--- src/verilog/iwr_cfg.svh ---
// constants of the idle wake-up and reset controller
`ifndef IWR_CFG_SVH
`define IWR_CFG_SVH

// ------------------------------------------------------------
// register offsets
// ------------------------------------------------------------
`define IWR_ADDR_CTRL 8'h00
`define IWR_ADDR_STAT 8'h04
`define IWR_ADDR_MASK 8'h08
`define IWR_ADDR_PMSK 8'h0c
`define IWR_ADDR_MON 8'h10
`define IWR_ADDR_STATE 8'h14

// ------------------------------------------------------------
// field positions
// ------------------------------------------------------------
`define IWR_CTRL_LIGHT 0
`define IWR_CTRL_DEEP 1
`define IWR_CTRL_CLKSEL 2
`define IWR_EV_EXT0 0
`define IWR_EV_EXT1 1
`define IWR_EV_WAKE 2
`define IWR_EV_RTC 3
`define IWR_EV_WOKE 4
`define IWR_EV_BOOT 5
`define IWR_NEV 6
`define IWR_NPER 8

// ------------------------------------------------------------
// reset values and timing
// ------------------------------------------------------------
`define IWR_CTRL_RST 8'h00
`define IWR_MASK_RST 8'h00
`define IWR_PMSK_RST 8'h00
`define IWR_MON_RST 2'h0
`define IWR_SYNC_RST 5'h1c
`define IWR_RST_MIN_PERIODS 3
`define IWR_LIGHT_WAKE_PERIODS 3
`define IWR_CLK_NS 8
`define IWR_RTC_PERIOD_NS 30500
`define IWR_RTC_WAKE_CYC ((`IWR_RTC_PERIOD_NS + `IWR_CLK_NS - 1) / `IWR_CLK_NS)
`define IWR_EXT_WAKE_CYC 1

`endif

--- src/verilog/iwr_pkg.sv ---
// types of the idle wake-up and reset controller
package iwr_pkg;

    typedef enum logic [2:0] {
        IWR_ST_RESET = 3'b000,
        IWR_ST_BOOT = 3'b001,
        IWR_ST_ACTIVE = 3'b010,
        IWR_ST_LIGHT = 3'b011,
        IWR_ST_DEEP = 3'b100,
        IWR_ST_WAKE = 3'b101
    } iwr_state_t;

    typedef struct packed {
        logic [7:0] addr;
        logic [31:0] wdata;
        logic wr;
        logic rd;
    } iwr_bus_req_t;

    typedef struct packed {
        logic [1:0] ext_int;
        logic wake;
        logic rtc_int;
    } iwr_wake_src_t;

endpackage : iwr_pkg
--- src/verilog/iwr_ctrl.sv ---
// idle wake-up and reset controller with clock monitor select
//
// Strobed register access and the address map were decided locally.
`include "iwr_cfg.svh"

module iwr_ctrl
    import iwr_pkg::*;
(
    // clock, reset, enable
    input wire logic clk,
    input wire logic sys_rst,
    input wire logic clk_en,
    // register port
    input wire iwr_bus_req_t bus_req,
    output logic [31:0] bus_rdata,
    // board pins (asynchronous)
    input wire logic reset_pin_n,
    input wire logic supply_good_signal,
    input wire logic [1:0] external_interrupt_pin,
    input wire logic wake_pin,
    // on-chip sources
    input wire logic rtc_int,
    input wire logic [`IWR_NPER-1:0] periph_int,
    // cpu clock select (unused) and clock sources for the monitor
    input wire logic cpu_clk_sel_in,
    input wire logic [3:0] mon_src,
    // outputs
    output logic hw_reset_n,
    output logic boot_start,
    output logic cpu_active,
    output logic system_clock_disable_bit,
    output logic sysclk_from_ext,
    output logic [1:0] clock_monitor_sel,
    output logic clock_monitor_output,
    output logic [`IWR_NPER-1:0] periph_int_en,
    output logic irq
);

    // ------------------------------------------------------------
    // pin synchronisers
    // ------------------------------------------------------------
    localparam int NSYNC = 5;
    logic [NSYNC-1:0] pin_raw, sync1_q, sync2_q;
    assign pin_raw = {wake_pin, external_interrupt_pin, supply_good_signal, reset_pin_n};

    // two flops per pin; first flop only feeds the second
    always_ff @(posedge clk or posedge sys_rst) begin
        if (sys_rst) begin
            // active-low wake pins start at their idle level, so no false edge
            sync1_q <= `IWR_SYNC_RST;
            sync2_q <= `IWR_SYNC_RST;
        end else if (clk_en) begin
            sync1_q <= pin_raw;
            sync2_q <= sync1_q;
        end
    end

    logic rst_comb_n;
    logic [1:0] ext_s;
    logic wake_s;
    assign rst_comb_n = sync2_q[0] & sync2_q[1];
    assign ext_s = sync2_q[3:2];
    assign wake_s = sync2_q[4];

    // ------------------------------------------------------------
    // reset qualification
    // ------------------------------------------------------------
    logic [1:0] low_cnt_q, low_cnt_d;
    logic hw_rst_n_q, hw_rst_n_d;

    // reset only recognised after three low clocks
    // shorter dips are treated as noise and dropped
    always_comb begin
        low_cnt_d = low_cnt_q;
        hw_rst_n_d = hw_rst_n_q;
        if (rst_comb_n) begin
            low_cnt_d = 2'h0;
            hw_rst_n_d = 1'b1;
        end else if (low_cnt_q == 2'(`IWR_RST_MIN_PERIODS - 1)) begin
            hw_rst_n_d = 1'b0;
        end else begin
            low_cnt_d = low_cnt_q + 2'h1;
        end
    end

    always_ff @(posedge clk or posedge sys_rst) begin
        if (sys_rst) begin
            low_cnt_q <= 2'h0;
            hw_rst_n_q <= 1'b0;
        end else if (clk_en) begin
            low_cnt_q <= low_cnt_d;
            hw_rst_n_q <= hw_rst_n_d;
        end
    end

    // ------------------------------------------------------------
    // registers
    // ------------------------------------------------------------
    logic [7:0] ctrl_q, ctrl_d;
    logic [`IWR_NEV-1:0] stat_q, stat_d, mask_q, mask_d;
    logic [`IWR_NPER-1:0] pmsk_q, pmsk_d;
    logic [1:0] mon_q, mon_d;
    logic [31:0] rdata_q, rdata_d;
    logic [`IWR_NEV-1:0] ev;
    iwr_state_t st_q, st_d;

    // register writes, sticky status with set over clear
    // read data is zero outside the cycle after a read
    always_comb begin
        ctrl_d = ctrl_q;
        mask_d = mask_q;
        pmsk_d = pmsk_q;
        mon_d = mon_q;
        stat_d = stat_q;
        rdata_d = 32'h0;
        if (bus_req.wr) begin
            case (bus_req.addr)
                `IWR_ADDR_CTRL: ctrl_d = bus_req.wdata[7:0];
                `IWR_ADDR_STAT: stat_d = stat_q & ~bus_req.wdata[`IWR_NEV-1:0];
                `IWR_ADDR_MASK: mask_d = bus_req.wdata[`IWR_NEV-1:0];
                `IWR_ADDR_PMSK: pmsk_d = bus_req.wdata[`IWR_NPER-1:0];
                `IWR_ADDR_MON: mon_d = bus_req.wdata[1:0];
                default: ;
            endcase
        end
        stat_d = stat_d | ev;
        // idle request bits clear themselves on wake
        if (st_q == IWR_ST_WAKE) begin
            ctrl_d[`IWR_CTRL_LIGHT] = 1'b0;
            ctrl_d[`IWR_CTRL_DEEP] = 1'b0;
        end
        if (bus_req.rd) begin
            case (bus_req.addr)
                `IWR_ADDR_CTRL: rdata_d = {24'h0, ctrl_q};
                `IWR_ADDR_STAT: rdata_d = {26'h0, stat_q};
                `IWR_ADDR_MASK: rdata_d = {26'h0, mask_q};
                `IWR_ADDR_PMSK: rdata_d = {24'h0, pmsk_q};
                `IWR_ADDR_MON: rdata_d = {30'h0, mon_q};
                `IWR_ADDR_STATE: rdata_d = {29'h0, st_q};
                default: rdata_d = 32'h0;
            endcase
        end
    end

    always_ff @(posedge clk or posedge sys_rst) begin
        if (sys_rst) begin
            ctrl_q <= `IWR_CTRL_RST;
            mask_q <= 6'h0;
            pmsk_q <= `IWR_PMSK_RST;
            mon_q <= `IWR_MON_RST;
            stat_q <= 6'h0;
            rdata_q <= 32'h0;
        end else if (clk_en) begin
            if (!hw_rst_n_q) begin
                ctrl_q <= `IWR_CTRL_RST;
                mask_q <= 6'h0;
                pmsk_q <= `IWR_PMSK_RST;
                mon_q <= `IWR_MON_RST;
                stat_q <= 6'h0;
            end else begin
                ctrl_q <= ctrl_d;
                mask_q <= mask_d;
                pmsk_q <= pmsk_d;
                mon_q <= mon_d;
                stat_q <= stat_d;
            end
            rdata_q <= rdata_d;
        end
    end

    // ------------------------------------------------------------
    // power state machine
    // ------------------------------------------------------------
    // wake counter spans one rtc period in system clocks
    logic [12:0] wcnt_q, wcnt_d;
    logic [1:0] ext_prev_q;
    logic wake_prev_q;
    logic per_pend, ext_edge, wake_edge, deep_wake, light_wake;
    logic [`IWR_NPER-1:0] per_act;

    // peripheral requests gated by their enables
    assign per_act = periph_int & pmsk_q;
    assign per_pend = |per_act;
    // active-low pins: falling edge is the event
    assign ext_edge = |(ext_prev_q & ~ext_s);
    assign wake_edge = wake_prev_q & ~wake_s;
    // deep idle: only pins, wake and rtc count
    assign deep_wake = ext_edge | wake_edge | rtc_int;
    // light idle: pins, rtc, or any enabled peripheral
    assign light_wake = ext_edge | rtc_int | per_pend;

    always_comb begin
        st_d = st_q;
        wcnt_d = wcnt_q;
        ev = '0;
        ev[`IWR_EV_EXT0] = ext_prev_q[0] & ~ext_s[0];
        ev[`IWR_EV_EXT1] = ext_prev_q[1] & ~ext_s[1];
        ev[`IWR_EV_WAKE] = wake_edge;
        ev[`IWR_EV_RTC] = rtc_int;
        case (st_q)
            IWR_ST_RESET: st_d = IWR_ST_BOOT;
            IWR_ST_BOOT: begin
                ev[`IWR_EV_BOOT] = 1'b1;
                st_d = IWR_ST_ACTIVE;
            end
            IWR_ST_ACTIVE: begin
                if (ctrl_q[`IWR_CTRL_DEEP]) begin
                    st_d = IWR_ST_DEEP;
                end else if (ctrl_q[`IWR_CTRL_LIGHT]) begin
                    st_d = IWR_ST_LIGHT;
                end
            end
            IWR_ST_LIGHT: begin
                if (light_wake) begin
                    st_d = IWR_ST_WAKE;
                    wcnt_d = 13'(`IWR_LIGHT_WAKE_PERIODS - 1);
                end
            end
            IWR_ST_DEEP: begin
                if (deep_wake) begin
                    st_d = IWR_ST_WAKE;
                    // one external period or one rtc period
                    wcnt_d = ctrl_q[`IWR_CTRL_CLKSEL] ? 13'(`IWR_EXT_WAKE_CYC - 1)
                        : 13'(`IWR_RTC_WAKE_CYC - 1);
                end
            end
            IWR_ST_WAKE: begin
                if (wcnt_q == 13'h0) begin
                    st_d = IWR_ST_ACTIVE;
                    ev[`IWR_EV_WOKE] = 1'b1;
                end else begin
                    wcnt_d = wcnt_q - 13'h1;
                end
            end
            default: st_d = IWR_ST_RESET;
        endcase
    end

    always_ff @(posedge clk or posedge sys_rst) begin
        if (sys_rst) begin
            st_q <= IWR_ST_RESET;
            wcnt_q <= 13'h0;
            ext_prev_q <= 2'h3;
            wake_prev_q <= 1'b1;
        end else if (clk_en) begin
            ext_prev_q <= ext_s;
            wake_prev_q <= wake_s;
            if (!hw_rst_n_q) begin
                st_q <= IWR_ST_RESET;
                wcnt_q <= 13'h0;
            end else begin
                st_q <= st_d;
                wcnt_q <= wcnt_d;
            end
        end
    end

    // ------------------------------------------------------------
    // registered outputs
    // ------------------------------------------------------------
    // clock switch and cpu hand-off follow the state one clock later
    logic boot_q, act_q, dis_q, ext_q, irq_q, mon_out_q;
    always_ff @(posedge clk or posedge sys_rst) begin
        if (sys_rst) begin
            boot_q <= 1'b0;
            act_q <= 1'b0;
            dis_q <= 1'b0;
            ext_q <= 1'b0;
            irq_q <= 1'b0;
            mon_out_q <= 1'b0;
        end else if (clk_en) begin
            boot_q <= (st_q == IWR_ST_BOOT);
            act_q <= (st_q == IWR_ST_ACTIVE);
            dis_q <= (st_q == IWR_ST_DEEP);
            ext_q <= (st_q == IWR_ST_DEEP) & ctrl_q[`IWR_CTRL_CLKSEL];
            irq_q <= |(stat_q & mask_q);
            mon_out_q <= mon_src[mon_q];
        end
    end

    assign bus_rdata = rdata_q;
    assign hw_reset_n = hw_rst_n_q;
    assign boot_start = boot_q;
    assign cpu_active = act_q;
    assign system_clock_disable_bit = dis_q;
    assign sysclk_from_ext = ext_q;
    assign clock_monitor_sel = mon_q;
    assign clock_monitor_output = mon_out_q;
    assign periph_int_en = pmsk_q;
    assign irq = irq_q;

endmodule : iwr_ctrl

--- config.mk ---
export PLATFORM = sky130hd
export DESIGN_NAME = iwr_ctrl
export DESIGN_NICKNAME = d
export VERILOG_FILES = /design/src/verilog/iwr_pkg.sv /design/src/verilog/iwr_ctrl.sv
export VERILOG_INCLUDE_DIRS = /design/src /design/src/verilog
export SDC_FILE = /design/constraint.sdc
export NUM_CORES = 1
export LEC_CHECK = 0
export BUFFER_PORTS_ARGS = -buffer_cell sky130_fd_sc_hd__buf_4
export CORE_MARGIN = 3
export CORE_UTILIZATION = 46
export CTS_CLUSTER_SIZE = 30
export DETAILED_ROUTE_END_ITERATION = 8
export PLACE_DENSITY = 0.72
export SYNTH_ARGS = -nofsm -noshare
export SYNTH_HDL_FRONTEND = slang
export SYNTH_SLANG_ARGS = --single-unit
--- constraint.sdc ---
create_clock -name clk -period 6.15 [get_ports clk]
set_input_delay 1.23 -clock clk [delete_from_list [all_inputs] [get_ports clk]]
set_output_delay 1.23 -clock clk [all_outputs]
set_load 0.01 [all_outputs]
# Word-level counts from Yosys, hierarchy flattened
# Cells that the tools add are included.
totals:
  latchBits: 0
  mem_bits_ro: 0
  mem_bits_rw: 0
  mem_count: 0
  regBits: 100
  in_bits: 64
classes:
  muxes: 40
  eq_ne: 25
  order_cmp: 1
  reduce_logical: 16
  n_bitwise: 19
  shift: 0
  div: 0
  n_mul: 0
  add_sub_neg: 2
ops:
  columns: ["operator", "n"]
  rows:
  - ["$mux 8", 7]
  - ["$mux 13", 4]
  - ["$pmux 8 s6", 1]
  - ["$pmux 13 s3", 1]
  - ["$mux 6", 6]
  - ["$mux 3", 6]
  - ["$pmux 3 s6", 1]
  - ["$eq 8x4->1 const B", 2]
  - ["$eq 8x5->1 const B", 2]
  - ["$reduce_and 3->1", 5]
  - ["$logic_not 13->1", 1]
  - ["$sub 13x1->13 const B", 1]
  - ["$and 6x6->6", 2]
  - ["$mux 12", 1]
  - ["$mux 2", 6]
  - ["$reduce_and 5->1", 2]
  - ["$ne 3x3->1 const B", 3]
  - ["$and 8x8->8", 1]
  - ["$eq 8x3->1 const B", 1]
  - ["$logic_not 8->1", 1]
  - ["$ne 2x1->1 const B", 4]
  - ["$reduce_or 8->1", 1]
  - ["$eq 3x2->1 const B", 2]
  - ["$eq 3x3->1 const B", 2]
  - ["23 further kinds", 40]

# Logic depth before layout (Yosys ltp)
# Gate-level depths: netlist of the first run.
logic_depth:
  ltp_word: 8
  depth_mapped: 9

# Least setup slack after synthesis of the first run
# OpenSTA, ideal clock, no wires.
synth_timing:
  path_kind: "input to register"
  startpoint: "input port bus_req[39] in the netlist's numbering"
  endpoint: "register pmsk_q[0] (netlist: periph_int_en[0])"
  required_ps: 6029
  path_slack_ps: 3317
  setup_ps: 121
  t_arrival_ps: 2712
  path_buffers: 0
  cell_stages: 6
  path_cell_list: "or4_4 > nor4b_4 > nand3_1 > nand2_1 > nand2_1 > a22o_1"
synth_via:
  elab_chain_len: 3
synth_rtl:
  columns: ["element", "line", "rtl"]
  rows:
  - ["from (decl)", "iwr_ctrl.sv:14", "input wire iwr_bus_req_t bus_req,"]
  - ["$eq 8x4->1", "iwr_ctrl.sv:117", "case (bus_req.addr)"]
  - ["$ne 2x1->1 (no line)", null, null]
  - ["$reduce_and 3->1 (no line)", null, null]
  - ["to (signal assigned)", "iwr_ctrl.sv:149", "pmsk_q <= `IWR_PMSK_RST;"]
  - ["to (signal assigned)", "iwr_ctrl.sv:157", "pmsk_q <= `IWR_PMSK_RST;"]
  - ["to (signal assigned)", "iwr_ctrl.sv:163", "pmsk_q <= pmsk_d;"]
  - ["to (decl)", "iwr_ctrl.sv:101", "logic [`IWR_NPER-1:0] pmsk_q, pmsk_d;"]
# No other way between the ends.
# A chain may end at the register's enable or synchronous reset.

# Worst setup path after layout of the first run
layout_timing:
  startpoint: "input port clk_en"
  endpoint: "register ctrl_q[0]"
layout_via:
  elab_chain_len: 1
layout_rtl:
  columns: ["element", "line", "rtl"]
  rows:
  - ["from (decl)", "iwr_ctrl.sv:12", "input wire logic clk_en,"]
  - ["$reduce_and 3->1 (no line)", null, null]
  - ["to (signal assigned)", "iwr_ctrl.sv:147", "ctrl_q <= `IWR_CTRL_RST;"]
  - ["to (signal assigned)", "iwr_ctrl.sv:155", "ctrl_q <= `IWR_CTRL_RST;"]
  - ["to (signal assigned)", "iwr_ctrl.sv:161", "ctrl_q <= ctrl_d;"]
  - ["to (decl)", "iwr_ctrl.sv:99", "logic [7:0] ctrl_q, ctrl_d;"]
# No other way between the ends.

==> metrics.log, run 1 <==
INFO  metric run_status = completed
INFO  metric postCtsSetupRepairBufs = 0
INFO  metric max_cap_viol_count = 0
INFO  metric synth_cell_type_count = 59
INFO  metric fp.dieArea = 9910 sq um
INFO  metric tightestPinTransition = 960 ps
INFO  metric crit_arrival = 3700 ps
INFO  metric place_congestion = 0.867
INFO  metric clkLatencyLatePin = 340 ps
INFO  metric powerDensity = 310 nW/um^2
INFO  metric design_power_total = 0.00144 W
INFO  metric timing_worst_setup_path_type = primary input to flop
INFO  metric cts_tree = done
INFO  metric synth.cell_area = 4030 sq um
INFO  metric post-route-min-period = 3430 ps
INFO  metric asyncSetResetFlopFracSynth = 1.00
INFO  metric ys_ff_latch = 76
INFO  metric worstSetupStartpointType = primary input
INFO  metric numPortBuffers = 63
INFO  metric avgViaCountPerCell = 5.86
INFO  metric drive_gt1_frac = 0.266
INFO  metric via_count = 3209
INFO  metric flow.area_growth_from_synthesis = 15.4%
INFO  metric maximum_fanout_count_along_the_critical_path = 41
INFO  metric post-synth-top-count-cell = dfrtp_1
INFO  metric cts_root_buf = clkbuf_8
INFO  metric crit_chain = buf_4 -> clkinv_1 -> nor2_1 -> and3_1 -> a32o_1
INFO  metric synth_area_per_cell = 10.5 sq um
INFO  metric synth_area_leaders = dfrtp_1 (42%), dfstp_2 (5.9%), a22o_1 (5.0%), buf_4 (4.7%), mux2_2 (4.2%)
INFO  metric peakVddDrop = 0.166 mV
INFO  metric max_freq = 0.292 GHz
INFO  metric top_level_ports = 113
INFO  metric detailedPlacementHpwl = 6790 um
INFO  metric standard_cell_with_the_maximum_stage_delay_on_the_critical_path = nor2_1
INFO  metric coreArea = 8340 sq um
INFO  metric fin_tns_setup = 0 ps
INFO  metric p_leak = 2.18 nW
INFO  metric chipHeight = 99.6 um
INFO  metric antenna_found_initial = 0
INFO  metric yosysTopAreaCell = dfrtp_1
INFO  metric layout_worst_path_cycle_share = 0.557
INFO  metric timing.critical_path.slowest_cell_delay = 710 ps
INFO  metric post_route_cell_area = 4650 sq um
INFO  metric synthCells = 383
INFO  metric synthTopCellsByCount = dfrtp_1 (67), nand2_1 (37), buf_4 (25), a22o_1 (23), o21ai_0 (21)
INFO  metric finClkSkew = 13.3 ps
INFO  metric detailed_place.area = 4460 sq um
INFO  metric drcViolationCount = 0
INFO  metric routedWlPerCell = 17.6 um
INFO  metric timing.critical_path.max_delay_family = simple AND/OR/NAND/NOR gates
INFO  metric count_of_routing_violations_after_the_opening_detailed_route_iteration = 274
INFO  metric global_route.overflow_total = 0
INFO  metric numCtsBuffers = 9
INFO  metric vias_in_the_first_global_route = 3132
INFO  metric ant_nets = 0
INFO  metric grt_max_degree = 77
INFO  metric first_pass_iters = 4
INFO  metric critical_path_required = 6420 ps
INFO  metric floorplan.rows = 33
INFO  metric clk_pin_slew_worst_paths = 80 ps
INFO  metric synthFlopType = dfrtp_1
INFO  metric synthesis.yosys.warnings = 0
INFO  metric synth_enable_flop_cells = 0
INFO  metric rsz_0062_raised_after_global_routing = no
INFO  metric htreeDepth = 3
INFO  metric worst_hold_path_type = flop to flop
INFO  metric cp.buffers_inverters = 2
INFO  metric insertedDiodeCount = 0
INFO  metric timing_max_transition_violations_final = 0
INFO  metric slew_headroom = 0.360
INFO  metric grt_usage = 0.203
INFO  metric cts.hold.buffers_added = 0
INFO  metric floorplan.initialDensity = 0.483
INFO  metric post-synth-top-area-fraction = 0.416
INFO  metric finish.net_count = 505
INFO  metric hold_violations = 0
INFO  metric floorplan.die.width = 99.6 um
INFO  metric cts.repair.resized = 0
INFO  metric setup_slack = 2720 ps
INFO  metric seq_area_frac_synth = 0.475
INFO  metric critPathCaptureType = flop
INFO  metric cts.path.max_buffers = 2
INFO  metric final-setup-viol-count = 0
INFO  metric grt_first_pass_wirelength = 16000 um
INFO  metric routed_wl = 9640 um
INFO  metric detailedPlace.worstSlack = 2430 ps
INFO  metric cts_num_sinks = 76
## final timing paths
kind | endpoint | cells after the start | start | slack, ps
max | ctrl_q[0] | 5 | clk_en | 2720
min | bus_rdata[0] | 1 | bus_rdata[0] | 490
max reg2reg | ctrl_q[0] | 4 | hw_reset_n | 3690
min reg2reg | bus_rdata[0] | 1 | bus_rdata[0] | 490
max in group asynchronous | boot_start | 3 | sys_rst | 4340
min in group asynchronous | wcnt_q[6] | 3 | sys_rst | 1200
## flip-flops by register name, indices dropped and copies added, names as in the netlist, 3 cells and up
| register | flops |
|---|---|
| st_q | 3 |
| bus_rdata | 8 |
| ctrl_q | 8 |
| wcnt_q | 13 |
| periph_int_en | 8 |
| stat_q | 6 |
| mask_q | 6 |
| sync2_q | 5 |
| sync1_q | 5 |
## kinds of logic (layout without fill, tap and decap cells)
logic type,after synthesis,count (layout),synth area share
multiplexers,26,26,0.0879
AND/OR/NAND/NOR,110,110,0.142
buffers and inverters,59,96,0.0805
other,1,24,0.000931
adder cells (fa/ha/maj),3,3,0.00932
flip-flops,76,76,0.475
AO/OA/AOI/OAI,108,108,0.204
## layout by cell type (no fill, tap or decap), types with 4 or more instances in the layout
master,count
mux2_2,15
o21ai_0,21
nor2b_1,8
nor3_1,4
mux4_2,6
conb_1,24
inv_1,14
a31oi_1,4
nand2_1,37
a221o_1,7
mux2i_1,5
clkbuf_1,4
dfstp_2,9
dfrtp_1,67
a22o_1,23
nand3_1,13
o2bb2ai_1,9
a22oi_1,7
buf_4,64
nand4_1,4
a21oi_1,8
and3_1,5
clkbuf_8,10
nor2_1,19
## cell type report
class | instances | area (sq um)
Fill cell | 725 | 3690
Sequential cell | 76 | 1910
Multi-Input combinational cell | 271 | 1880
Timing Repair Buffer | 64 | 480
Clock buffer | 14 | 153
Tap cell | 105 | 131
Inverter | 16 | 60.1
Clock inverter | 2 | 35.0
## through the flow
stage	utilization	hold WS (ps)	instances
CTS	0.557	496	548
global placement	0.535	467	532
floorplan	-	451	406
detailed placement	0.535	479	532
finish	0.557	490	548
global route	0.557	517	548
## power breakdown
part	internal (W)	switching, W	leakage [nW]
Clock	0.000199	0.000175	0.0947
Sequential	0.000574	0.0000937	0.998
Combinational	0.000173	0.000228	1.09
## metal layers
layer | part of all wire | vias to the layer above | wire length (um) | global-route usage
met1 | 0.45 | 1598 | 4350 | 0.289
met4 | 0.0044 | 0 | 42 | 0.0536
met2 | 0.47 | 113 | 4560 | 0.320
met5 | 0 | - | 0 | 0
li1 | - | 1496 | - | -
met3 | 0.071 | 2 | 683 | 0.0407
(Power assumes the default switching activity.)
==> run 2, diff against run 1 <==
clock period = 3.2 ns   (was 6.15 ns; I/O delays follow)
==> run 2 against run 1 <==
Net effect:
- sequential share of layout area down 0.46 points
- sequential cell count did not move
- core utilization increased by 0.63 points
- total power grew 95%
- global-route usage shrank 0.083 points
- final cell count increased by 0.73%
- clock-buffer cell count fell by 5
- first-iteration DRC count is 43% higher
- non-clock buffer count grew 4
==> metrics.log, run 2 (synthesis results as in run 1) <==
INFO  metric run_status = completed (unchanged)
INFO  metric floorplan.initialDensity = 0.483 (unchanged)
INFO  metric count_of_routing_violations_after_the_opening_detailed_route_iteration = 392 (was 274)
INFO  metric most-common-layout-cells = dfrtp_1 (67), buf_4 (67), nand2_1 (37) (was dfrtp_1 (67), buf_4 (64), nand2_1 (37))
INFO  metric place_congestion = 0.846 (was 0.867)
INFO  metric insertedDiodeCount = 0 (unchanged)
INFO  metric crit_arrival = 2620 ps (was 3700 ps)
INFO  metric routed_wl = 9640 um (about the same)
INFO  metric top_level_ports = 113 (unchanged)
INFO  metric worstSetupStartpointType = flop (was primary input)
INFO  metric clkLatencyLatePin = 360 ps (was 340 ps)
INFO  metric avgViaCountPerCell = 5.91 (was 5.86)
INFO  metric max_freq = 0.429 GHz
INFO  metric first_pass_iters = 5 (was 4)
INFO  metric critical_path.reg2reg.endpoint = wcnt_q[2] (was ctrl_q[0])
INFO  metric grt_usage = 0.203 (about the same)
INFO  metric wl_met2 = 4520 um (was 4560 um)
INFO  metric maximum_fanout_count_along_the_critical_path = 13 (was 41)
INFO  metric clk_pin_slew_worst_paths = 90 ps (was 80 ps)
INFO  metric finalCoreUtilization = 0.564 (was 0.557)
INFO  metric routedWlPerCell = 17.5 um (was 17.6 um)
INFO  metric timing_max_transition_violations_final = 0 (unchanged)
INFO  metric grt_max_degree = 54 (was 77)
INFO  metric met3_length = 694 um (was 683 um)
INFO  metric largest_register_ff_count = 13 (unchanged)
INFO  metric via_count = 3265 (was 3209)
INFO  metric cts.repair.resized = 0 (unchanged)
INFO  metric fin_tns_setup = 0 ps (unchanged)
INFO  metric rsz_0062_raised_after_global_routing = no (unchanged)
INFO  metric detailedPlace.worstSlack = 644 ps (was 2430 ps)
INFO  metric setup_slack = 870 ps (was 2720 ps)
INFO  metric floorplan.rows = 33 (unchanged)
INFO  metric top_signal_layer_used = met4 (unchanged)
INFO  metric detailed_place.area = 4500 sq um (was 4460 sq um)
INFO  metric coreArea = 8340 sq um (unchanged)
INFO  metric drt-met1-wl = 4280 um (was 4350 um)
INFO  metric p_leak = 2.21 nW (was 2.18 nW)
INFO  metric post_route_cell_area = 4700 sq um (was 4650 sq um)
INFO  metric chipHeight = 99.6 um (unchanged)
INFO  metric r2r.worst_path.cells = 6 (was 4)
INFO  metric numCtsBuffers = 9 (unchanged)
INFO  metric final-setup-viol-count = 0 (unchanged)
INFO  metric max_flop_register = wcnt_q (unchanged)
INFO  metric finish.net_count = 509 (was 505)
INFO  metric postCtsSetupRepairBufs = 0 (unchanged)
INFO  metric numPortBuffers = 63 (unchanged)
INFO  metric flow.area_growth_from_synthesis = 16.7% (was 15.4%)
INFO  metric peakVddDrop = 0.263 mV (was 0.166 mV)
INFO  metric fp.dieArea = 9910 sq um (unchanged)
INFO  metric rrSetupSlack = 870 ps (was 3690 ps)
INFO  metric cts_tree = done (unchanged)
INFO  metric finClkSkew = 17.4 ps (was 13.3 ps)
INFO  metric drcViolationCount = 0 (unchanged)
INFO  metric htreeDepth = 3 (unchanged)
INFO  metric hold_violations = 0 (unchanged)
INFO  metric r2r_start = wcnt_q[4] (was hw_reset_n)
INFO  metric antenna_found_initial = 0 (unchanged)
INFO  metric cts_num_sinks = 76 (unchanged)
INFO  metric tightestPinTransition = 735 ps (was 960 ps)
INFO  metric critical_path_required = 3490 ps (was 6420 ps)
INFO  metric cts.path.max_buffers = 2 (unchanged)
INFO  metric powerDensity = 597 nW/um^2 (was 310 nW/um^2)
INFO  metric cts.hold.buffers_added = 0 (unchanged)
INFO  metric detailedPlacementHpwl = 6900 um (was 6790 um)
INFO  metric layout_worst_path_cycle_share = 0.728
INFO  metric post-route-min-period = 2330 ps
INFO  metric cts_root_buf = clkbuf_8 (unchanged)
INFO  metric grt_first_pass_wirelength = 15800 um (was 16000 um)
INFO  metric max_cap_viol_count = 0 (unchanged)
INFO  metric worst_hold_path_type = primary input to asynchronous set/reset pin (was flop to flop)
INFO  metric timing_worst_setup_path_type = flop to flop (was primary input to flop)
INFO  metric slew_headroom = 0.509 (was 0.360)
INFO  metric ant_nets = 0 (unchanged)
INFO  metric vias_in_the_first_global_route = 3076 (was 3132)
INFO  metric drive_gt1_frac = 0.282 (was 0.266)
INFO  metric floorplan.die.width = 99.6 um (unchanged)
INFO  metric global_route.overflow_total = 0 (unchanged)
INFO  metric critPathCaptureType = flop (unchanged)
run 2: cell types whose count changed in the layout (fill, tap and decap cells not counted):
| cell | delta |
|---|---|
| inv_6 | +2 |
| clkinv_2 | +1 |
| clkbuf_1 | -4 |
| buf_12 | +1 |
| clkinvlp_4 | +1 |
| buf_4 | +3 |
| clkbuf_8 | -1 |
| clkinv_4 | +1 |
run 2: area by class of cell:
class / instances / area (sq um)
multi-input cells: 271 / 1880
repair buffers: 68 / 523
flip-flops and latches: 76 / 1910
clock inverters: 7 / 73.8
well taps: 105 / 131
inverters: 16 / 60.1
clock buffers: 9 / 124
fillers: 714 / 3640
run 2: worst max-delay path by stage:
| stage | cells after the start | endpoint | slack, ps | startpoint |
|---|---|---|---|---|
| after floorplan | 1 | boot_start | 640 | sys_rst |
| after global placement | 7 | wcnt_q[6] | 660 | periph_int[1] |
| after detailed placement | 7 | periph_int_en[3] | 640 | bus_req[39] |
| after CTS | 6 | wcnt_q[5] | 940 | periph_int_en[1] |
| after global routing | 6 | wcnt_q[2] | 730 | wcnt_q[4] |
| final | 6 | wcnt_q[2] | 870 | wcnt_q[4] |
run 2: worst max-delay path: stages, from the launching register on:
cell and delay (ps):
dfrtp_1 470, nor4_1 590, nand4_1 240, o211a_1 320, a21bo_2 350, o21bai_1 150
a22o_1 150
run 2: metal layers:
metal / vias up / GRT usage
li1: 1497 / -
met1: 1614 / 0.291
met2: 141 / 0.302
met3: 13 / 0.0351
met4: 0 / 0.0893
met5: - / 0
run 2: report_power, final:
| part | internal, W | switching [W] |
|---|---|---|
| logic | 0.000347 | 0.000468 |
| clock network | 0.000364 | 0.000374 |
| registers | 0.00110 | 0.000153 |
run 2: through the flow:
stage,hold WS [ps],power (W),instances
6_report,327,0.00281,552
5_1_grt,367,0.00298,552
4_1_cts,341,0.00282,552
3_5_place_dp,475,0.00208,536
3_3_place_gp,467,0.00205,536
2_1_floorplan,451,0.00183,406
